### src/include/mcm_pkg.sv
// Constants, register map and mode encodings for the media converter config block.
package mcm_pkg;

	// Clock rate and strap sampling delay.
	localparam int CLK_MHZ        = 200;
	localparam int STRAP_MIN_NS   = 3000;
	localparam int STRAP_WAIT_CYC = (STRAP_MIN_NS * CLK_MHZ + 999) / 1000;
	localparam int WAIT_W         = 11;

	// Management register addresses.
	localparam logic [4:0] REG_MODE_VIEW = 5'h1b;
	localparam logic [4:0] REG_STRAP_A   = 5'h1c;
	localparam logic [4:0] REG_OP_MODE   = 5'h1e;
	localparam logic [4:0] REG_STRAP_B   = 5'h1f;

	// Operating mode control field positions.
	localparam int OM_ADV_HD_N   = 15;
	localparam int OM_DSBL_AN    = 14;
	localparam int OM_SOFT_RST   = 13;
	localparam int OM_TRANSP_N   = 11;
	localparam int OM_ADV_FD_N   = 10;
	localparam int OM_SINGLE_SPD = 9;
	localparam int OM_SEL10      = 8;
	localparam int OM_LOOP_CU    = 2;
	localparam int OM_LOOP_FO    = 1;
	localparam int OM_PWR_DOWN   = 0;

	// Strap control A and B field positions.
	localparam int SA_CU_OFF   = 0;
	localparam int SA_FO_OFF   = 1;
	localparam int SA_BACKUP   = 2;
	localparam int SA_LIW      = 3;
	localparam int SB_CU_SEL   = 0;
	localparam int SB_FO_SEL   = 2;

	// Mode status view field positions.
	localparam int MV_ADDR     = 0;
	localparam int MV_MODE     = 5;
	localparam int MV_PD       = 8;
	localparam int MV_CU_OFF   = 9;
	localparam int MV_FO_OFF   = 10;
	localparam int MV_BACKUP   = 11;
	localparam int MV_LOOP_FO  = 12;
	localparam int MV_LOOP_CU  = 13;

	// Reset values and writable masks.
	localparam logic [15:0] OP_MODE_RST = 16'h0000;
	localparam logic [15:0] STRAP_A_RST = 16'h0000;
	localparam logic [15:0] STRAP_B_RST = 16'h0000;
	localparam logic [15:0] OP_MODE_WM  = 16'hef07;
	localparam logic [15:0] STRAP_A_WM  = 16'h000f;
	localparam logic [15:0] STRAP_B_WM  = 16'h000f;

	// Three-level strap codes from the pin comparators.
	localparam logic [1:0] LVL3_LOW  = 2'h0;
	localparam logic [1:0] LVL3_HIGH = 2'h2;

	// Management frame fields.
	localparam logic [5:0] PREAMBLE_LEN = 6'h20;
	localparam logic [1:0] OP_READ      = 2'h2;
	localparam logic [1:0] OP_WRITE     = 2'h1;
	localparam logic [4:0] OP_BITS      = 5'h02;
	localparam logic [4:0] ADR_BITS     = 5'h0a;
	localparam logic [4:0] DATA_BITS    = 5'h10;

	// Synchroniser bank width.
	localparam int SYNC_W = 21;

	typedef enum logic [2:0] {
		MCM_FORCED10,
		MCM_FORCED100,
		MCM_NT_HALF,
		MCM_NT_FULL,
		MCM_TRANSP,
		MCM_NT_SPECIAL
	} mcm_mode_e;

endpackage

### src/verilog/mcm_config_mgmt.sv
// Strap decoding, strap latching and management registers of the media converter.
`timescale 1ns/10ps
`default_nettype none
module mcm_config_mgmt (
	input  wire logic        clk_i,
	input  wire logic        sys_rst_i,
	input  wire logic        por_i,
	input  wire logic        mdc_i,
	input  wire logic        mdio_i,
	output logic             mdio_o,
	output logic             mdio_oe_o,
	input  wire logic [1:0]  addr_strap_upper_i,
	input  wire logic [1:0]  addr_strap_mid_i,
	input  wire logic [1:0]  addr_strap_low_i,
	input  wire logic [1:0]  speed_strap_i,
	input  wire logic [1:0]  duplex_strap_i,
	input  wire logic [1:0]  copper_iface_select_i,
	input  wire logic [1:0]  fiber_iface_select_i,
	input  wire logic        power_down_n_i,
	input  wire logic        copper_tx_off_n_i,
	input  wire logic        fiber_tx_off_n_i,
	input  wire logic        backup_link_sel_i,
	output logic      [4:0]  station_address_o,
	output logic      [2:0]  op_mode_o,
	output logic             liw_enable_o,
	output logic      [1:0]  copper_iface_o,
	output logic      [1:0]  fiber_iface_o,
	output logic             power_down_o,
	output logic             loop_fiber_o,
	output logic             loop_copper_o,
	output logic             copper_tx_off_o,
	output logic             fiber_tx_off_o,
	output logic             backup_link_o
);

	logic [mcm_pkg::SYNC_W-1:0] raw;
	logic [mcm_pkg::SYNC_W-1:0] sync1_r;
	logic [mcm_pkg::SYNC_W-1:0] sync2_r;

	logic        mdc_s;
	logic        mdio_s;
	logic        por_s;
	logic        pd_n_s;
	logic        cu_off_n_s;
	logic        fo_off_n_s;
	logic        backup_s;
	logic [1:0]  up_s;
	logic [1:0]  mid_s;
	logic [1:0]  low_s;
	logic [1:0]  cu_sel_s;
	logic [1:0]  fo_sel_s;
	logic [1:0]  speed_s;
	logic [1:0]  duplex_s;

	logic        por_d_r;
	logic        pd_n_d_r;
	logic        soft_d_r;
	logic        trigger;
	logic [mcm_pkg::WAIT_W-1:0] wait_r;
	logic        strap_load_r;
	logic        addr_hi_r;

	logic [15:0] op_mode_r;
	logic [15:0] strap_a_r;
	logic [15:0] strap_b_r;
	logic [15:0] op_mode_nxt;
	logic [15:0] mode_view;
	logic [15:0] rd_data;

	logic [4:0]  reg_addr;
	logic [15:0] wr_data;
	logic        wr_stb;

	// All pins cross in through two flip-flops. Multi-bit straps may skew by a
	// cycle, which is harmless because the latched ones are sampled microseconds after settling.
	assign raw = {mdc_i, mdio_i, por_i, power_down_n_i, copper_tx_off_n_i,
	              fiber_tx_off_n_i, backup_link_sel_i, addr_strap_upper_i,
	              addr_strap_mid_i, addr_strap_low_i, copper_iface_select_i,
	              fiber_iface_select_i, speed_strap_i, duplex_strap_i};

	genvar gi;
	generate
		for (gi = 0; gi < mcm_pkg::SYNC_W; gi++) begin : g_sync
			// One two-stage synchroniser per pin bit.
			always_ff @(posedge clk_i) begin
				if (sys_rst_i) begin
					sync1_r[gi] <= 1'b0;
					sync2_r[gi] <= 1'b0;
				end else begin
					sync1_r[gi] <= raw[gi];
					sync2_r[gi] <= sync1_r[gi];
				end
			end
		end
	endgenerate

	// Second-stage names for the rest of the logic.
	assign {mdc_s, mdio_s, por_s, pd_n_s, cu_off_n_s, fo_off_n_s, backup_s,
	        up_s, mid_s, low_s, cu_sel_s, fo_sel_s, speed_s, duplex_s} = sync2_r;

	// Delayed copies for edge detection of the latch triggers.
	always_ff @(posedge clk_i) begin
		if (sys_rst_i) begin
			por_d_r  <= 1'b0;
			pd_n_d_r <= 1'b0;
			soft_d_r <= 1'b0;
		end else begin
			por_d_r  <= por_s;
			pd_n_d_r <= pd_n_s;
			soft_d_r <= op_mode_r[mcm_pkg::OM_SOFT_RST];
		end
	end

	// Any of the three events starts or restarts the strap delay.
	assign trigger = (por_d_r & ~por_s) |
	                 (~pd_n_d_r & pd_n_s) |
	                 (soft_d_r & ~op_mode_r[mcm_pkg::OM_SOFT_RST]);

	// Strap delay counter; sampling at the short end keeps latency low while
	// still inside the window whatever the trigger.
	always_ff @(posedge clk_i) begin
		if (sys_rst_i) begin
			wait_r       <= '0;
			strap_load_r <= 1'b0;
		end else begin
			strap_load_r <= 1'b0;
			if (trigger) begin
				wait_r <= mcm_pkg::WAIT_W'(mcm_pkg::STRAP_WAIT_CYC);
			end else if (wait_r != '0) begin
				wait_r <= wait_r - 1'b1;
				if (wait_r == mcm_pkg::WAIT_W'(1)) strap_load_r <= 1'b1;
			end
		end
	end

	// Upper address strap is caught with the other straps; the mid and low
	// address pins are read live, so the board must keep them still.
	always_ff @(posedge clk_i) begin
		if (sys_rst_i) begin
			addr_hi_r <= 1'b0;
		end else if (strap_load_r) begin
			addr_hi_r <= up_s[0];
		end
	end

	// Five address bits: one from the upper pin and two from each other pin.
	always_ff @(posedge clk_i) begin
		if (sys_rst_i) begin
			station_address_o <= 5'h00;
		end else begin
			station_address_o <= {addr_hi_r, mid_s, low_s};
		end
	end

	// Speed and duplex straps decoded to operating mode control bits.
	always_comb begin
		op_mode_nxt = mcm_pkg::OP_MODE_RST;
		unique case (speed_s)
			mcm_pkg::LVL3_LOW: begin
				op_mode_nxt[mcm_pkg::OM_DSBL_AN]    = 1'b1;
				op_mode_nxt[mcm_pkg::OM_SINGLE_SPD] = 1'b1;
				op_mode_nxt[mcm_pkg::OM_SEL10]      = 1'b1;
			end
			mcm_pkg::LVL3_HIGH: begin
				op_mode_nxt[mcm_pkg::OM_DSBL_AN]    = 1'b1;
				op_mode_nxt[mcm_pkg::OM_SINGLE_SPD] = 1'b1;
			end
			default: begin
			end
		endcase
		// A floating duplex pin keeps the transparent default.
		unique case (duplex_s)
			mcm_pkg::LVL3_LOW: begin
				op_mode_nxt[mcm_pkg::OM_TRANSP_N] = 1'b1;
				op_mode_nxt[mcm_pkg::OM_ADV_FD_N] = 1'b1;
			end
			mcm_pkg::LVL3_HIGH: begin
				op_mode_nxt[mcm_pkg::OM_TRANSP_N] = 1'b1;
			end
			default: begin
			end
		endcase
	end

	// Operating mode control: strap load first, then management writes; the
	// soft reset bit clears itself one cycle later, which fires the reload.
	always_ff @(posedge clk_i) begin
		if (sys_rst_i) begin
			op_mode_r <= mcm_pkg::OP_MODE_RST;
		end else if (strap_load_r) begin
			op_mode_r <= op_mode_nxt;
		end else if (wr_stb && reg_addr == mcm_pkg::REG_OP_MODE) begin
			op_mode_r <= wr_data & mcm_pkg::OP_MODE_WM;
		end else if (op_mode_r[mcm_pkg::OM_SOFT_RST]) begin
			op_mode_r[mcm_pkg::OM_SOFT_RST] <= 1'b0;
		end
	end

	// Strap control A: transmitter off, backup link and warning enable.
	always_ff @(posedge clk_i) begin
		if (sys_rst_i) begin
			strap_a_r <= mcm_pkg::STRAP_A_RST;
		end else if (strap_load_r) begin
			strap_a_r <= mcm_pkg::STRAP_A_RST;
			strap_a_r[mcm_pkg::SA_LIW] <= up_s[1];
		end else if (wr_stb && reg_addr == mcm_pkg::REG_STRAP_A) begin
			strap_a_r <= wr_data & mcm_pkg::STRAP_A_WM;
		end
	end

	// Strap control B: the two four-level interface selections.
	always_ff @(posedge clk_i) begin
		if (sys_rst_i) begin
			strap_b_r <= mcm_pkg::STRAP_B_RST;
		end else if (strap_load_r) begin
			strap_b_r <= mcm_pkg::STRAP_B_RST;
			strap_b_r[mcm_pkg::SB_CU_SEL +: 2] <= cu_sel_s;
			strap_b_r[mcm_pkg::SB_FO_SEL +: 2] <= fo_sel_s;
		end else if (wr_stb && reg_addr == mcm_pkg::REG_STRAP_B) begin
			strap_b_r <= wr_data & mcm_pkg::STRAP_B_WM;
		end
	end

	// Mode decode from the control bits in force.
	always_ff @(posedge clk_i) begin
		if (sys_rst_i) begin
			op_mode_o <= mcm_pkg::MCM_TRANSP;
		end else if (op_mode_r[mcm_pkg::OM_DSBL_AN] &&
		             op_mode_r[mcm_pkg::OM_SINGLE_SPD]) begin
			op_mode_o <= op_mode_r[mcm_pkg::OM_SEL10] ?
			             mcm_pkg::MCM_FORCED10 : mcm_pkg::MCM_FORCED100;
		end else if (op_mode_r[mcm_pkg::OM_SINGLE_SPD]) begin
			op_mode_o <= mcm_pkg::MCM_NT_SPECIAL;
		end else if (!op_mode_r[mcm_pkg::OM_TRANSP_N]) begin
			op_mode_o <= mcm_pkg::MCM_TRANSP;
		end else begin
			op_mode_o <= op_mode_r[mcm_pkg::OM_ADV_FD_N] ?
			             mcm_pkg::MCM_NT_HALF : mcm_pkg::MCM_NT_FULL;
		end
	end

	// Special modes: pins and register bits combine, either can request; the two loopbacks come from register bits only.
	always_ff @(posedge clk_i) begin
		if (sys_rst_i) begin
			power_down_o    <= 1'b0;
			loop_fiber_o    <= 1'b0;
			loop_copper_o   <= 1'b0;
			copper_tx_off_o <= 1'b0;
			fiber_tx_off_o  <= 1'b0;
			backup_link_o   <= 1'b0;
		end else begin
			power_down_o    <= ~pd_n_s | op_mode_r[mcm_pkg::OM_PWR_DOWN];
			loop_fiber_o    <= op_mode_r[mcm_pkg::OM_LOOP_FO];
			loop_copper_o   <= op_mode_r[mcm_pkg::OM_LOOP_CU];
			copper_tx_off_o <= ~cu_off_n_s | strap_a_r[mcm_pkg::SA_CU_OFF];
			fiber_tx_off_o  <= ~fo_off_n_s | strap_a_r[mcm_pkg::SA_FO_OFF];
			backup_link_o   <= backup_s | strap_a_r[mcm_pkg::SA_BACKUP];
		end
	end

	// Interface modes and link warning enable, straight from control.
	always_ff @(posedge clk_i) begin
		if (sys_rst_i) begin
			copper_iface_o <= 2'h0;
			fiber_iface_o  <= 2'h0;
			liw_enable_o   <= 1'b0;
		end else begin
			copper_iface_o <= strap_b_r[mcm_pkg::SB_CU_SEL +: 2];
			fiber_iface_o  <= strap_b_r[mcm_pkg::SB_FO_SEL +: 2];
			liw_enable_o   <= strap_a_r[mcm_pkg::SA_LIW];
		end
	end

	// Status view built from the registered outputs, so it shows what is in force.
	always_comb begin
		mode_view = 16'h0000;
		mode_view[mcm_pkg::MV_ADDR +: 5] = station_address_o;
		mode_view[mcm_pkg::MV_MODE +: 3] = op_mode_o;
		mode_view[mcm_pkg::MV_PD]        = power_down_o;
		mode_view[mcm_pkg::MV_CU_OFF]    = copper_tx_off_o;
		mode_view[mcm_pkg::MV_FO_OFF]    = fiber_tx_off_o;
		mode_view[mcm_pkg::MV_BACKUP]    = backup_link_o;
		mode_view[mcm_pkg::MV_LOOP_FO]   = loop_fiber_o;
		mode_view[mcm_pkg::MV_LOOP_CU]   = loop_copper_o;
	end

	// Read multiplexer; unmapped addresses read as zero.
	always_comb begin
		unique case (reg_addr)
			mcm_pkg::REG_MODE_VIEW: rd_data = mode_view;
			mcm_pkg::REG_STRAP_A:   rd_data = strap_a_r;
			mcm_pkg::REG_OP_MODE:   rd_data = op_mode_r;
			mcm_pkg::REG_STRAP_B:   rd_data = strap_b_r;
			default:                rd_data = 16'h0000;
		endcase
	end

	// Frame slave on the synchronised clock; at 200 MHz the two-flop path
	// leaves ample margin for a 12.5 MHz management clock.
	mcm_mdio_slave u_slave (
		.clk_i             (clk_i),
		.sys_rst_i         (sys_rst_i),
		.mdc_i             (mdc_s),
		.mdio_i            (mdio_s),
		.station_address_i (station_address_o),
		.rd_data_i         (rd_data),
		.reg_addr_o        (reg_addr),
		.wr_data_o         (wr_data),
		.wr_stb_o          (wr_stb),
		.mdio_o            (mdio_o),
		.mdio_oe_o         (mdio_oe_o)
	);

endmodule // mcm_config_mgmt
`default_nettype wire

### src/verilog/mcm_mdio_slave.sv
// Management frame slave: decodes frames, issues writes, serves reads.
`timescale 1ns/10ps
`default_nettype none
module mcm_mdio_slave (
	input  wire logic        clk_i,
	input  wire logic        sys_rst_i,
	input  wire logic        mdc_i,
	input  wire logic        mdio_i,
	input  wire logic [4:0]  station_address_i,
	input  wire logic [15:0] rd_data_i,
	output logic      [4:0]  reg_addr_o,
	output logic      [15:0] wr_data_o,
	output logic             wr_stb_o,
	output logic             mdio_o,
	output logic             mdio_oe_o
);

	typedef enum logic [2:0] {
		MS_PRE, MS_ST, MS_OP, MS_ADR, MS_TA, MS_WDAT, MS_RDAT
	} mcm_ms_e;

	mcm_ms_e     state_r;
	logic        mdc_d_r;
	logic [5:0]  ones_r;
	logic [4:0]  cnt_r;
	logic [1:0]  op_r;
	logic [9:0]  adr_r;
	logic [15:0] sh_r;
	logic        rise;

	// Inputs arrive already synchronised; only the edge is found here.
	assign rise = mdc_i & ~mdc_d_r;

	always_ff @(posedge clk_i) begin
		mdc_d_r <= sys_rst_i ? 1'b0 : mdc_i;
	end

	// Frame walker, one step per rising management clock edge.
	always_ff @(posedge clk_i) begin
		if (sys_rst_i) begin
			state_r    <= MS_PRE;
			ones_r     <= 6'h00;
			cnt_r      <= 5'h00;
			op_r       <= 2'h0;
			adr_r      <= 10'h000;
			sh_r       <= 16'h0000;
			wr_stb_o   <= 1'b0;
			wr_data_o  <= 16'h0000;
			reg_addr_o <= 5'h00;
			mdio_o     <= 1'b0;
			mdio_oe_o  <= 1'b0;
		end else begin
			wr_stb_o <= 1'b0;
			if (rise) begin
				unique case (state_r)
					MS_PRE: begin
						if (mdio_i) begin
							if (ones_r != mcm_pkg::PREAMBLE_LEN) ones_r <= ones_r + 6'h01;
						end else begin
							state_r <= (ones_r == mcm_pkg::PREAMBLE_LEN) ? MS_ST : MS_PRE;
							ones_r  <= 6'h00;
						end
					end
					MS_ST: begin
						state_r <= mdio_i ? MS_OP : MS_PRE;
						cnt_r   <= 5'h00;
					end
					MS_OP: begin
						op_r  <= {op_r[0], mdio_i};
						cnt_r <= cnt_r + 5'h01;
						if (cnt_r == mcm_pkg::OP_BITS - 5'h01) begin
							state_r <= MS_ADR;
							cnt_r   <= 5'h00;
						end
					end
					MS_ADR: begin
						adr_r <= {adr_r[8:0], mdio_i};
						cnt_r <= cnt_r + 5'h01;
						if (cnt_r == mcm_pkg::ADR_BITS - 5'h01) begin
							cnt_r      <= 5'h00;
							reg_addr_o <= {adr_r[3:0], mdio_i};
							// Foreign address or opcode: stay silent and hunt again.
							if (adr_r[8:4] == station_address_i &&
							    (op_r == mcm_pkg::OP_READ ||
							     op_r == mcm_pkg::OP_WRITE)) begin
								state_r <= MS_TA;
							end else begin
								state_r <= MS_PRE;
							end
						end
					end
					MS_TA: begin
						cnt_r <= cnt_r + 5'h01;
						if (op_r == mcm_pkg::OP_READ) begin
							// First turnaround bit is left to float; drive zero now.
							mdio_oe_o <= 1'b1;
							mdio_o    <= 1'b0;
							sh_r      <= rd_data_i;
							cnt_r     <= 5'h00;
							state_r   <= MS_RDAT;
						end else if (cnt_r == 5'h01) begin
							cnt_r   <= 5'h00;
							state_r <= MS_WDAT;
						end
					end
					MS_WDAT: begin
						sh_r  <= {sh_r[14:0], mdio_i};
						cnt_r <= cnt_r + 5'h01;
						if (cnt_r == mcm_pkg::DATA_BITS - 5'h01) begin
							wr_data_o <= {sh_r[14:0], mdio_i};
							wr_stb_o  <= 1'b1;
							state_r   <= MS_PRE;
						end
					end
					MS_RDAT: begin
						if (cnt_r == mcm_pkg::DATA_BITS) begin
							mdio_oe_o <= 1'b0;
							state_r   <= MS_PRE;
						end else begin
							mdio_o <= sh_r[15];
							sh_r   <= {sh_r[14:0], 1'b0};
							cnt_r  <= cnt_r + 5'h01;
						end
					end
				endcase
			end
		end
	end

endmodule // mcm_mdio_slave
`default_nettype wire

### config.mk
export PLATFORM = sky130hd
export DESIGN_NAME = mcm_config_mgmt
export DESIGN_NICKNAME = d
export VERILOG_FILES = /design/src/include/mcm_pkg.sv /design/src/verilog/mcm_config_mgmt.sv /design/src/verilog/mcm_mdio_slave.sv
export SDC_FILE = /design/constraint.sdc
export NUM_CORES = 1
export LEC_CHECK = 0
export ABC_AREA = 1
export BUFFER_PORTS_ARGS = -buffer_cell sky130_fd_sc_hd__buf_2
export CORE_AREA = 5 5 91 177
export DETAILED_ROUTE_END_ITERATION = 7
export DIE_AREA = 0 0 96 182
export PLACE_DENSITY_LB_ADDON = 0.1
export SETUP_SLACK_MARGIN = 0.4
export SKIP_LAST_GASP = 1
export SYNTH_ARGS = -nofsm -noshare
export SYNTH_HDL_FRONTEND = slang
export SYNTH_SLANG_ARGS = --single-unit
### constraint.sdc
create_clock -name clk_i -period 1.45 [get_ports clk_i]
set_input_delay 0.2175 -clock clk_i [delete_from_list [all_inputs] [get_ports clk_i]]
set_output_delay 0.2175 -clock clk_i [all_outputs]
set_load 0.1 [all_outputs]
## Word level (Yosys, flattened, before mapping)

Index checks and enable logic that the tools add are counted.

- Add/sub/neg operators: 3
- Multipliers: 0
- Div/mod/pow operators: 0
- Magnitude comparators: 0
- Eq/ne operators: 31
- Shift operators: 0
- Muxes and demuxes: 49
- Bitwise logic cells: 21
- Reductions and logical operators: 34

Operators with widths:

| operator | count |
|---|---|
| $pmux W16 S4 | 1 |
| $pmux W16 S3 | 1 |
| $mux W3 | 11 |
| $mux W16 | 2 |
| $pmux W5 S6 | 1 |
| $eq A5 B5 Y1 const B | 5 |
| $pmux W3 S7 | 1 |
| $mux W10 | 2 |
| $mux W5 | 4 |
| $mux W4 | 4 |
| $mux W1 | 15 |
| $mux W15 | 1 |
| $mux W12 | 1 |
| $mux W6 | 2 |
| $ne A2 B1 Y1 const B | 6 |
| $reduce_and A3 Y1 | 4 |
| $reduce_and A4 Y1 | 3 |
| $eq A11 B1 Y1 const B | 1 |
| $not A1 Y1 | 11 |
| $reduce_bool A11 Y1 | 1 |
| $sub A11 B1 Y11 const B | 1 |
| $eq A5 B4 Y1 const B | 2 |
| $reduce_bool A2 Y1 | 5 |
| $eq A3 B3 Y1 const B | 3 |
| other kinds (26) | 50 |

- Bits in registers: 161
- Latch bits: 0
- RAM bits: 0
- Bits in read-only memories: 0
- Bits of input ports: 23
- Output and inout port bits: 21
- Word-level logic and storage cells: 216
- Memories kept: 0

## Depth between registers and ports, before layout

Gate-level depths: netlist of the first run.

- Word-level depth: 6
- Depth in mapped cells: 12
- Mapped depth without buffers: 12

## Modules after synthesis

Synthesis of the first run repeated with hierarchy kept, for this count alone.

- Cells, all modules: 910
- Area total of the unflattened synthesis: 6766.5 sq um

Modules (own cells, without submodules):

| module | instances | cells an instance | area an instance (sq um) | sequential area each (sq um) |
|---|---|---|---|---|
| mcm_config_mgmt | 1 | 468 | 3513.4 | 1901.8 |
| mcm_mdio_slave | 1 | 442 | 3253.1 | 1321.3 |

## Least setup slack after synthesis of the first run

OpenSTA, ideal clock, no wires.

- Kind: flip-flop to flip-flop
- From: reg station_address_o[0]
- To: reg u_slave.state_r[2]
- Library setup time: 0.064 ns
- Arrival: 1.575 ns
- Required time: 1.386 ns
- Slack: -0.188 ns
- Stages on the path, launching flop included: 9
- Buffers on the path: 0
- Period minus slack after synthesis: 1.638 ns
- Cells stage by stage: dfxtp_1 inv_1 nand2_1 nand2_1 nor3_1 nand2_1 nand2_1 nor2_1 nor2_1

- Word-level cells in the longest chain between the ends: 5

RTL lines:

| item | line | RTL |
|---|---|---|
| start: declaration | mcm_config_mgmt.sv:23 | `output logic [4:0] station_address_o,` |
| start signal: assignment | mcm_config_mgmt.sv:151 | `station_address_o <= {addr_hi_r, mid_s, low_s};` |
| $eq A5 B5 Y1 | mcm_mdio_slave.sv:83 | `if (adr_r[8:4] == station_address_i &&` |
| $logic_and A1 B1 Y1 | mcm_mdio_slave.sv:83 |  |
| $mux W3 | mcm_mdio_slave.sv:83 |  |
| $mux W3 | mcm_mdio_slave.sv:79 | `if (cnt_r == mcm_pkg::ADR_BITS - 5'h01) begin` |
| $pmux W3 S7 | mcm_mdio_slave.sv:55 | `unique case (state_r)` |
| end signal: assignment | mcm_mdio_slave.sv:60 | `state_r <= (ones_r == mcm_pkg::PREAMBLE_LEN) ? MS_ST : MS_PRE;` |
| end signal: assignment | mcm_mdio_slave.sv:65 | `state_r <= mdio_i ? MS_OP : MS_PRE;` |
| end: declaration | mcm_mdio_slave.sv:22 | `mcm_ms_e state_r;` |

No other way between the ends. The select of a mux whose other input is x is not followed.
A chain may end at the register's enable or synchronous reset.

## Worst setup path in the final report of the first run

- From: reg u_slave.cnt_r[0]
- To: reg u_slave.sh_r[9]

- Word-level cells in the longest chain between the ends: 3

RTL lines:

| item | line | RTL |
|---|---|---|
| start: declaration | mcm_mdio_slave.sv:25 | `logic [4:0] cnt_r;` |
| start signal: assignment | mcm_mdio_slave.sv:70 | `cnt_r <= cnt_r + 5'h01;` |
| start signal: assignment | mcm_mdio_slave.sv:78 | `cnt_r <= cnt_r + 5'h01;` |
| start signal: assignment | mcm_mdio_slave.sv:93 | `cnt_r <= cnt_r + 5'h01;` |
| $eq A5 B5 Y1 | mcm_mdio_slave.sv:116 | `if (cnt_r == mcm_pkg::DATA_BITS) begin` |
| $ne A2 B2 Y1 (no line) | - |  |
| $reduce_and A4 Y1 (no line) | - |  |
| end signal: assignment | mcm_mdio_slave.sv:98 | `sh_r <= rd_data_i;` |
| end signal: assignment | mcm_mdio_slave.sv:107 | `sh_r <= {sh_r[14:0], mdio_i};` |
| end signal: assignment | mcm_mdio_slave.sv:121 | `sh_r <= {sh_r[14:0], 1'b0};` |
| end: declaration | mcm_mdio_slave.sv:28 | `logic [15:0] sh_r;` |

No other way between the ends.

==> results.py, run 1 <==
metrics = {
    "yosys": {
        "synth_mux_area_frac": 0,
        "synthCells": 882,
        "netlist.area_leader.share": 0.4896,
        "synthesis.area_mm2": 0.006379,
        "async_flop_share": 0,
        "synth_area_leader_cell": "dfxtp_1",
        "synth_edf_count": 0,
        "synth_top_family_by_area": "simple AND/OR/NAND/NOR gates",
        "syn_avg_cell_area_um2": 7.232,
        "synth_area_leaders": "dfxtp_1 (49%), nor2_1 (9.9%), nand2_1 (9.4%)",
        "yosysWarnings": 0,
        "yosys.area_share.simple": 0.2650,
        "synth.yosys.seq_area_share": 0.4896,
        "synth.distinct_cells": 31,
        "ys_seq_elements": 156,
        "yosys.area_share.adder": 0.01962,
        "synth-xor-area-share": 0.01236,
        "syn-num-nets": 915,
        "synth_compound_area_frac": 0.1155,
        "ys.flop_type": "dfxtp_1",
    },
    "global_route": {
        "track_usage": 0.2002,
        "antenna_found_initial": 0,
        "first_global_vias": 5760,
        "grt_pass1_wl_mm": 27.66,
        "grt_max_degree": 82,
        "grt.overflow.total": 0,
    },
    "finish": {
        "diodes": 0,
        "fillers": 1234,
        "fin_nets": 1070,
        "fin_util": 0.6615,
        "drive_above_1_share": 0.3790,
        "final_cells": 1245,
        "area_growth_pct": 52.06,
    },
    "timing": {
        "whs_ns": 0.01116,
        "maxSlewViolCount": 0,
        "fin_crit_ns": 1.663,
        "finalCritPeriodShare": 1.147,
        "finalHoldViolCount": 0,
        "rsz0062_at_grt": "true",
        "maxSlewHeadroom": 0.7431,
        "worstMarginPinSlew_ns": 0.3854,
        "max_freq_mhz": 601.3,
        "finClkSkew_ns": 0.01189,
        "setup_viol": 38,
        "worst_slack_ns": -0.2129,
    },
    "place": {
        "portBuffers": 43,
        "place_congestion": 0.8593,
        "dp_slack_ns": -0.1040,
        "hpwl_mm": 10.34,
        "dp.cells": 1141,
    },
    "cts": {
        "cts_buffer_depth": 2,
        "clk_transition_reported_paths_ns": 0.07,
        "cts_buffers": 17,
        "cts_sinks": 156,
        "cts_tree": "yes",
        "htree_levels": 4,
        "clock_latency_ns": 0.42,
        "cts-root-buf": "clkbuf_16",
    },
    "critical_path": {
        "critPathMaxFanout": 6,
        "r2r_slack_ns": -0.21,
        "cpMaxStageDelayCell": "dfxtp_4",
        "critical-path-top-delay-family": "simple AND/OR/NAND/NOR gates",
        "crit_buf_inv": 4,
        "end_kind": "flip-flop",
        "worstPathArrival_ns": 1.99,
        "max_stage_delay_ns": 0.37,
        "startpoint_type": "flip-flop",
        "crit_required_ns": 1.77,
        "worstSetupPathType": "reg -> reg",
        "crit_chain": "inv_2, ha_4, nand2_2, inv_2, nand2_4, nor2_4, buf_6, nor3_4, clkbuf_16, nand2_1, nor2_1, nor2_1",
    },
    "power_and_ir_drop": {
        "leakage_nw": 4.175,
        "p_per_area_mw_per_mm2": 1275,
        "ir_drop_uv": 939.1,
    },
    "outcome": {
        "violations": "negative setup slack",
        "status": "finished with violations",
    },
    "route": {
        "ant_nets": 0,
        "drtIter0Drc": 238,
        "drc": 0,
        "vias_per_cell": 4.857,
        "num_vias": 6047,
        "wire_per_inst_um": 13.60,
        "drt_wl_total_mm": 16.93,
        "drt-pass1-iter-count": 5,
    },
    "floorplanning": {
        "fp.dieW_um": 96,
        "row_count": 63,
        "initial_core_util": 0.4351,
        "die_h_um": 182,
        "io_pins": 44,
        "core_mm2": 0.01466,
        "die-area_mm2": 0.01747,
    },
    "hold_path": {
        "hold_class": "in -> reg",
    },
    "flow_run": {
        "drv_cap": 0,
    },
}
-- routing by layer --
layer  vias up  wire [µm]  part of all wire  global-route usage
li1       3074          -                 -                   -
met1      2810       6994              0.41              0.2403
met2       139       8988              0.53              0.3517
met3        24        662             0.039             0.03358
met4         0        289             0.017             0.06670
met5         -          0                 0                   0
-- worst min-delay path, cell delays in order --
cell	delay (ns)
buf_2	0.10
inv_1	0.04
nor2_1	0.03
-- where the power goes --
part	switching, mW	internal (mW)	leakage, nW	total [mW]
Clock	2.05	2.47	0.289	4.52
Combinational	1.62	1.37	2.59	2.99
Sequential	0.278	4.58	1.29	4.86
Total	3.95	8.42	4.18	12.4
-- path summary, 6_finish.rpt --
path,endpoint,cells past startpoint,from
worst max-delay path,u_slave.sh_r[9],12,u_slave.cnt_r[0]
worst min-delay path,sync1_r[0],3,duplex_strap_i[0]
worst max register to register,u_slave.sh_r[9],12,u_slave.cnt_r[0]
worst min register to register,station_address_o[0],2,low_s[0]
-- cells in the mapped netlist, drive strengths merged (3+ instances only) --
library cell / n
o21ai: 65
a31oi: 4
a21oi: 68
buf: 8
nor3: 10
dfxtp: 156
xnor2: 4
nand4: 6
nor2: 177
ha: 10
clkbuf: 18
xor2: 5
nand3b: 3
nand3: 39
inv: 135
nand2: 165
-- final cells by class --
| type | count | area (µm²) | area share |
|---|---|---|---|
| tap | 195 | 244.0 | 0.02515 |
| inverter | 135 | 546.8 | 0.05637 |
| clock inverter | 15 | 172.7 | 0.01780 |
| multi-input combinational | 565 | 3367 | 0.3471 |
| timing repair buffer | 162 | 1724 | 0.1778 |
| sequential | 156 | 3219 | 0.3319 |
| clock buffer | 17 | 425.4 | 0.04386 |
-- sequential cells by signal (all words and copies together) (netlist names), 3 cells and up --
name / count
strap_a_r: 4
wait_r: 11
u_slave.reg_addr_o: 5
u_slave.wr_data_o: 11
u_slave.cnt_r: 5
u_slave.sh_r: 16
u_slave.adr_r: 9
strap_b_r: 4
u_slave.ones_r: 6
op_mode_r: 10
op_mode_o: 3
station_address_o: 5
u_slave.state_r: 3
sync1_r: 21
-- cell families after synthesis --
kind of cell / Yosys count
AOI/OAI and AO/OA: 143
xor gates and xnor gates: 9
adders and majority gates: 10
buffers and inverters: 161
DFF: 156
and+or+nand+nor: 403
-- metrics by stage --
stage          area, µm²  TNS (ns)  power [mW]
5_1_grt             9699    -7.836       12.95
6_report            9699    -4.080       12.36
2_1_floorplan       6664         0       6.482
4_1_cts             9143    -2.233       12.10
3_5_place_dp        7373    -2.254       7.037
3_3_place_gp        7373   -0.8204       7.010
-- layout by cell type (no fill, tap or decap), drive strengths merged --
master       synthesis  routed
nor2               177     177
nand2              165     165
dfxtp              156     156
inv                135     145
buf                  8     140
a21oi               68      68
o21ai               65      65
nand3               39      39
clkbuf              18      20
dlygate4sd3          0      19
nor3                10      10
ha                  10      10
nand4                6       6
xor2                 5       5
a31oi                4       4
xnor2                4       4
nand3b               3       3
a211oi               2       2
o211ai               2       2
clkinvlp             0       2
clkinv               0       2
or2                  2       2
nor4                 1       1
o21bai               1       1
a221oi               1       1
bufinv               0       1
-- repair_timing --
item | 4_1_cts | 5_1_grt
endpoints found under the hold margin | 19 | 0
gates resized for setup | 215 | 104
setup buffers | 31 | 17
setup endpoints to repair | 111 | 111
cloned | 1 | 4
hold buffers | 19 | 0
pin swaps | 38 | 50
Power figures use the tool's default switching activity.
==> run 2, diff against run 1 <==
Settings changed: ABC_AREA 1 to not set, CORE_AREA 5 5 91 177 to 5 5 90 175, DIE_AREA 0 0 96 182 to 0 0 95 180.
==> run 2 against run 1 <==
Net effect:
- the run still ends with negative setup slack left
- via count is 9.9% lower
- critical path depth is 4 lower
- utilization is 2.9 points higher
- power is 3.7% lower
- worst setup slack worse by 0.25 ns
- critical endpoint is now u_slave.cnt_r[0]
- largest cell class unchanged
==> results.py, run 2 <==
metrics = {
    "outcome": {
        "status": "finished with violations",
        "violations": "negative setup slack",
    },
    "route": {
        "ant_nets": 0,
        "num_vias": 5448,
        "drc": 0,
        "drt_wl_total_mm": 17.66,
        "drtIter0Drc": 241,
        "drt-pass1-iter-count": 6,
        "wire_per_inst_um": 16.90,
        "vias_per_cell": 5.213,
    },
    "flow_run": {
        "drv_cap": 0,
    },
    "yosys": {
        "synthCells": 656,
        "ys.flop_type": "dfxtp_1",
        "netlist.area_leader.share": 0.4998,
        "synth_area_leader_cell": "dfxtp_1",
        "ys_seq_elements": 156,
        "synthesis.area_mm2": 0.006248,
        "syn-num-nets": 689,
        "synthTopCellsByCount": "dfxtp_1 (156), nor2_1 (79), nor2b_1 (65)",
        "async_flop_share": 0,
        "synth_area_leaders": "dfxtp_1 (50%), nor2b_1 (6.5%), mux2i_1 (5.9%)",
        "yosys.cell_count.top_type": "dfxtp_1",
        "yosysWarnings": 0,
        "synth.yosys.seq_area_share": 0.4998,
        "syn_avg_cell_area_um2": 9.525,
        "synth_edf_count": 0,
        "synth.distinct_cells": 63,
    },
    "cts": {
        "cts_buffers": 17,
        "cts_tree": "yes",
        "htree_levels": 4,
        "cts_sinks": 156,
        "clk_transition_reported_paths_ns": 0.07,
        "cts_buffer_depth": 2,
        "cts-root-buf": "clkbuf_16",
        "clock_latency_ns": 0.42,
    },
    "floorplanning": {
        "fp.dieW_um": 95,
        "initial_core_util": 0.4378,
        "die_h_um": 180,
        "row_count": 62,
        "core_mm2": 0.01427,
        "die-area_mm2": 0.01710,
        "io_pins": 44,
    },
    "timing": {
        "rsz0062_at_grt": "true",
        "maxSlewViolCount": 0,
        "fin_crit_ns": 1.912,
        "whs_ns": 0.01321,
        "setup_tns_ns": -13.48,
        "maxSlewHeadroom": 0.7032,
        "setup_viol": 62,
        "finalCritPeriodShare": 1.318,
        "finalHoldViolCount": 0,
        "worst_slack_ns": -0.4616,
        "worstMarginPinSlew_ns": 0.4448,
        "finClkSkew_ns": 0.01115,
        "max_freq_mhz": 523.1,
    },
    "finish": {
        "reg.largest.list": "sync1_r (21), u_slave.sh_r (16)",
        "area_growth_pct": 57.85,
        "layout_commonest_cell": "dfxtp_1",
        "fillers": 1096,
        "largest_register_ffs": 21,
        "drive_above_1_share": 0.4373,
        "multi_input_area_mm2": 0.003582,
        "final_cell_mix": "dfxtp_1 (117), buf_4 (103), nor2_1 (76)",
        "seqCellArea_mm2": 0.003224,
        "fin_util": 0.6910,
        "diodes": 0,
        "fin_nets": 873,
        "regMostFlops": "sync1_r",
    },
    "global_route": {
        "first_global_vias": 5473,
        "track_usage": 0.2077,
        "grt_max_degree": 79,
        "antenna_found_initial": 0,
        "grt_pass1_wl_mm": 27.47,
        "grt.overflow.total": 0,
    },
    "power_and_ir_drop": {
        "ir_drop_uv": 1246,
        "p_per_area_mw_per_mm2": 1208,
        "leakage_nw": 3.815,
        "finalPower_mw": 11.91,
    },
    "place": {
        "dp_slack_ns": -0.4413,
        "portBuffers": 43,
        "place_congestion": 0.8542,
        "hpwl_mm": 11.72,
    },
    "critical_path": {
        "end_kind": "flip-flop",
        "critPathMaxFanout": 3,
        "r2r_cells": 8,
        "crit_chain": "inv_4, ha_4, or4b_4, buf_12, a31oi_4, a21o_1, or4_1, o31ai_1",
        "crit_required_ns": 1.77,
        "worst_r2r_endpoint": "u_slave.cnt_r[0]",
        "startpoint_type": "flip-flop",
        "r2r-start": "u_slave.cnt_r[1]",
        "max_stage_delay_ns": 0.53,
        "critical-path-top-delay-family": "simple AND/OR/NAND/NOR gates",
        "crit_buf_inv": 2,
        "worstPathArrival_ns": 2.23,
        "cpMaxStageDelayCell": "or4_1",
        "r2r_slack_ns": -0.46,
        "worstSetupPathType": "reg -> reg",
    },
    "hold_path": {
        "min_path_cells": 2,
        "hold_class": "in -> reg",
        "hold_end": "sync1_r[2]",
        "min_from": "speed_strap_i[0]",
    },
}
==> run 2: changes by cell type after synthesis, moves of 20 or more <==
| cell | before | now |
|---|---|---|
| nand3_1 | 39 | 19 |
| nand2_1 | 160 | 27 |
| o21ai_0 | 63 | 12 |
| mux2i_1 | 0 | 37 |
| nor2b_1 | 0 | 65 |
| a21oi_1 | 68 | 27 |
| inv_1 | 133 | 22 |
| nor2_1 | 168 | 79 |
==> run 2: layout make-up <==
| type | count | share of cell area |
|---|---|---|
| clock buffers | 17 | 0.04313 |
| multi-input cells | 437 | 0.3632 |
| flip-flops and latches | 156 | 0.3269 |
| repair buffers | 206 | 0.2141 |
| inverters | 22 | 0.008880 |
| clock inverters | 15 | 0.01941 |
| well taps | 192 | 0.02436 |
==> run 2: metal layers <==
| layer | GRT usage | wire, µm |
|---|---|---|
| met3 | 0.02929 | 358 |
| met1 | 0.1986 | 6150 |
| met5 | 0 | 0 |
| met4 | 0.1226 | 939 |
| met2 | 0.3988 | 10220 |
==> run 2: stage by stage <==
stage               cell area [µm²]  cells
CTS                            9407   1027
detailed placement             7762    952
global route                   9863   1045
global placement               7762    952
floorplan                      6734    656
finish                         9863   1045
==> run 2: worst reg2reg max path, cell delays in order (launching register included) <==
cell and delay [ns]:
dfxtp_4 0.37, inv_4 0.05, ha_4 0.15, or4b_4 0.22
buf_12 0.11, a31oi_4 0.08, a21o_1 0.22, or4_1 0.53
o31ai_1 0.09
==> run 2: cells by family after synthesis <==
| kind of cell | count (synthesis) | synth area share |
|---|---|---|
| adder cells (fa/ha/maj) | 10 | 0.02002 |
| AND/OR/NAND/NOR | 259 | 0.2217 |
| multiplexers | 38 | 0.06107 |
| flip-flops | 156 | 0.4998 |
| XOR/XNOR | 15 | 0.02102 |
| buffers and inverters | 63 | 0.04345 |
| AO/OA/AOI/OAI | 115 | 0.1330 |
==> run 2: what timing repair did <==
action                     in CTS  in global routing
hold endpoints to repair       15                  1
gates cloned                    2                  1
setup buffers                  26                 16
pin swaps                      37                 40
setup endpoints to repair     111                111
gates resized for setup       165                 64
hold buffers                   15                  1
==> run 2: where the power goes <==
group	internal (mW)	switching (mW)	total (mW)
Combinational	1.43	1.26	2.69
Clock	2.49	2.07	4.56
Sequential	4.49	0.167	4.66
==> run 2: worst max-delay path by stage <==
stage               depth (start not counted)             start            endpoint  slack [ns]
floorplan                                   7  u_slave.cnt_r[0]    u_slave.cnt_r[3]       -0.35
global placement                            7  u_slave.cnt_r[0]    u_slave.cnt_r[3]       -0.40
detailed placement                          7  u_slave.cnt_r[0]    u_slave.cnt_r[3]       -0.44
CTS                                         7  u_slave.cnt_r[0]    u_slave.cnt_r[3]       -0.43
global route                                9  u_slave.cnt_r[0]  u_slave.state_r[1]       -0.53
finish                                      8  u_slave.cnt_r[1]    u_slave.cnt_r[0]       -0.46
==> run 3, diff against run 2 <==
Settings changed: CAP_MARGIN set to 0, CORE_AREA 5 5 90 175 to 5 5 143 111, CTS_CLUSTER_DIAMETER set to 50, DIE_AREA 0 0 95 180 to 0 0 148 116.
==> run 3 against run 2 <==
Net effect:
- register-to-register slack about the same
- largest power group unchanged
- die area increased by 0.40%
- power decreased by 3.6%
- clock-buffer cell count increased by 3
- fmax increased by 0.24%
- sequential cell count unchanged
- wire length decreased by 6.3%
- largest cell class unchanged
- clock skew about the same
- utilization decreased by 1.7 points
- critical endpoint is now u_slave.cnt_r[3]
- sequential power about the same
- the run still ends with negative setup slack left
- critical path depth decreased by 1
- cell area decreased by 2.9%
==> results.py, run 3 (synthesis results as in run 2) <==
metrics = {
    "hold_path": {
        "hold_class": "in -> reg",
        "min_path_cells": 2,
        "hold_end": "sync1_r[2]",
        "min_from": "speed_strap_i[0]",
    },
    "route": {
        "drt-pass1-iter-count": 4,
        "met2WireLength_mm": 7.801,
        "num_vias": 5270,
        "vias_per_cell": 5.192,
        "drt-met1-wl_mm": 7.815,
        "drt_wl_total_mm": 16.55,
        "drtIter0Drc": 383,
        "wire_per_inst_um": 16.31,
        "drc": 0,
        "ant_nets": 0,
        "met3_length_um": 727,
        "dr.max_layer_used": "met4",
    },
    "power_and_ir_drop": {
        "internal-power_mw": 8.207,
        "p_comb_frac": 0.226,
        "ir_drop_uv": 847.9,
        "p_per_area_mw_per_mm2": 1199,
        "swShare": 0.2849,
        "leakage_nw": 3.674,
        "power_frac_seq": 0.407,
        "power_frac_clock": 0.367,
        "finalPower_mw": 11.48,
        "p_switching_mw": 3.270,
    },
    "place": {
        "dp.cells": 926,
        "place_congestion": 0.8521,
        "hpwl_mm": 10.69,
        "placed_cell_area_mm2": 0.007617,
        "portBuffers": 43,
    },
    "outcome": {
        "violations": "negative setup slack",
        "status": "finished with violations",
    },
    "timing": {
        "maxSlewViolCount": 0,
        "setup_tns_ns": -14.04,
        "finalCritPeriodShare": 1.315,
        "setup_viol": 64,
        "maxSlewHeadroom": 0.6802,
        "max_freq_mhz": 524.4,
        "worst_slack_ns": -0.4570,
        "rsz0062_at_grt": "true",
        "worstMarginPinSlew_ns": 0.4797,
        "finalHoldViolCount": 0,
        "finClkSkew_ns": 0.01155,
        "fin_crit_ns": 1.907,
    },
    "floorplanning": {
        "die_h_um": 116,
        "fp.dieW_um": 148,
        "io_pins": 44,
        "initial_core_util": 0.4395,
        "core_mm2": 0.01422,
        "die-area_mm2": 0.01717,
        "row_count": 38,
    },
    "finish": {
        "drive_above_1_share": 0.4299,
        "final_cells": 1015,
        "largest_register_ffs": 21,
        "final_cell_mix": "dfxtp_1 (119), buf_4 (94), nor2_1 (68)",
        "diodes": 0,
        "seqCellArea_mm2": 0.003212,
        "fillers": 1097,
        "multi_input_area_mm2": 0.003567,
        "regMostFlops": "sync1_r",
        "reg.largest.list": "sync1_r (21), u_slave.sh_r (16)",
        "layout_commonest_cell": "dfxtp_1",
        "fin_area_mm2": 0.009577,
        "area_growth_pct": 53.26,
        "fin_nets": 855,
    },
    "cts": {
        "clock_latency_ns": 0.43,
        "cts_buffers": 17,
        "cts_sinks": 156,
        "clk_transition_reported_paths_ns": 0.07,
        "cts_tree": "yes",
        "htree_levels": 4,
        "cts_buffer_depth": 2,
        "cts-root-buf": "clkbuf_16",
    },
    "critical_path": {
        "r2r_cells": 7,
        "worstPathArrival_ns": 2.27,
        "r2r_slack_ns": -0.46,
        "r2r-start": "u_slave.cnt_r[0]",
        "critPathMaxFanout": 4,
        "crit_required_ns": 1.81,
        "worstSetupPathType": "reg -> reg",
        "startpoint_type": "flip-flop",
        "end_kind": "flip-flop",
        "worst_r2r_endpoint": "u_slave.cnt_r[3]",
    },
    "flow_run": {
        "drv_cap": 0,
    },
    "global_route": {
        "antenna_found_initial": 0,
        "grt.overflow.total": 0,
        "first_global_vias": 5256,
        "grt_max_degree": 50,
        "track_usage": 0.1981,
        "grt_pass1_wl_mm": 26.90,
    },
}
==> run 3: changes by cell type in the layout (fill, tap and decap cells not counted), sizes merged <==
cell	before	now
bufbuf	1	0
clkbuf	18	21
dlygate4sd3	16	9
bufinv	1	0
clkinv	6	4
buf	188	178
==> run 3: per-layer routing <==
metal	track usage	up-vias
met1	0.2664	2523
met3	0.04887	18
met2	0.3192	93
li1	-	2636
met4	0.05908	0
met5	0	-
==> run 3: worst max-delay path by stage <==
stage	start	to	slack [ns]	depth (start not counted)
6_report	u_slave.cnt_r[0]	u_slave.cnt_r[3]	-0.46	7
5_1_grt	u_slave.cnt_r[0]	u_slave.cnt_r[3]	-0.53	7
4_1_cts	u_slave.cnt_r[1]	u_slave.cnt_r[3]	-0.40	8
3_5_place_dp	u_slave.cnt_r[0]	u_slave.state_r[0]	-0.43	8
3_3_place_gp	u_slave.cnt_r[0]	u_slave.cnt_r[3]	-0.38	7
2_1_floorplan	u_slave.cnt_r[0]	u_slave.cnt_r[3]	-0.35	7
==> run 3: cell type report <==
cell class / instances / area share
clock buffer: 20 / 0.04769
clock inverter: 12 / 0.01071
inverter: 22 / 0.009407
multi-input combinational: 437 / 0.3725
sequential: 156 / 0.3354
tap: 180 / 0.02352
timing repair buffer: 188 / 0.2008
==> run 3: critical path: stages, from the launching register on <==
cell	delay, ns
dfxtp_4	0.39
inv_2	0.05
ha_2	0.16
nor4bb_4	0.15
o211ai_1	0.24
o211ai_2	0.18
or4_1	0.53
a31oi_1	0.13
==> run 3: power by group through the flow <==
| stage | Combinational [mW] | Clock (mW) | Sequential, mW |
|---|---|---|---|
| 5_1_grt | 2.80 | 4.52 | 4.70 |
| 4_1_cts | 2.39 | 4.30 | 4.68 |
| 2_1_floorplan | 1.26 | 0 | 4.96 |
| 6_report | 2.59 | 4.21 | 4.68 |
| 3_5_place_dp | 2.08 | 0 | 4.77 |
| 3_3_place_gp | 2.01 | 0 | 4.76 |
==> run 3: stage by stage <==
step	hold WS, ns	setup WS, ns	util
final	0.008026	-0.4570	0.6736
after CTS	0.004268	-0.4011	0.6397
after global routing	0.003706	-0.5271	0.6736
after detailed placement	0.3956	-0.4305	0.5358
after floorplan	0.3457	-0.3541	-
after global placement	0.4002	-0.3755	0.5358
==> run 3: timing repair <==
| item | CTS | global route |
|---|---|---|
| setup buffers | 23 | 20 |
| setup endpoints to repair | 111 | 111 |
| resized for setup | 154 | 71 |
| gates cloned | 4 | 1 |
| hold buffers | 9 | 0 |
| pin swaps | 40 | 41 |
| endpoints found under the hold margin | 9 | 0 |
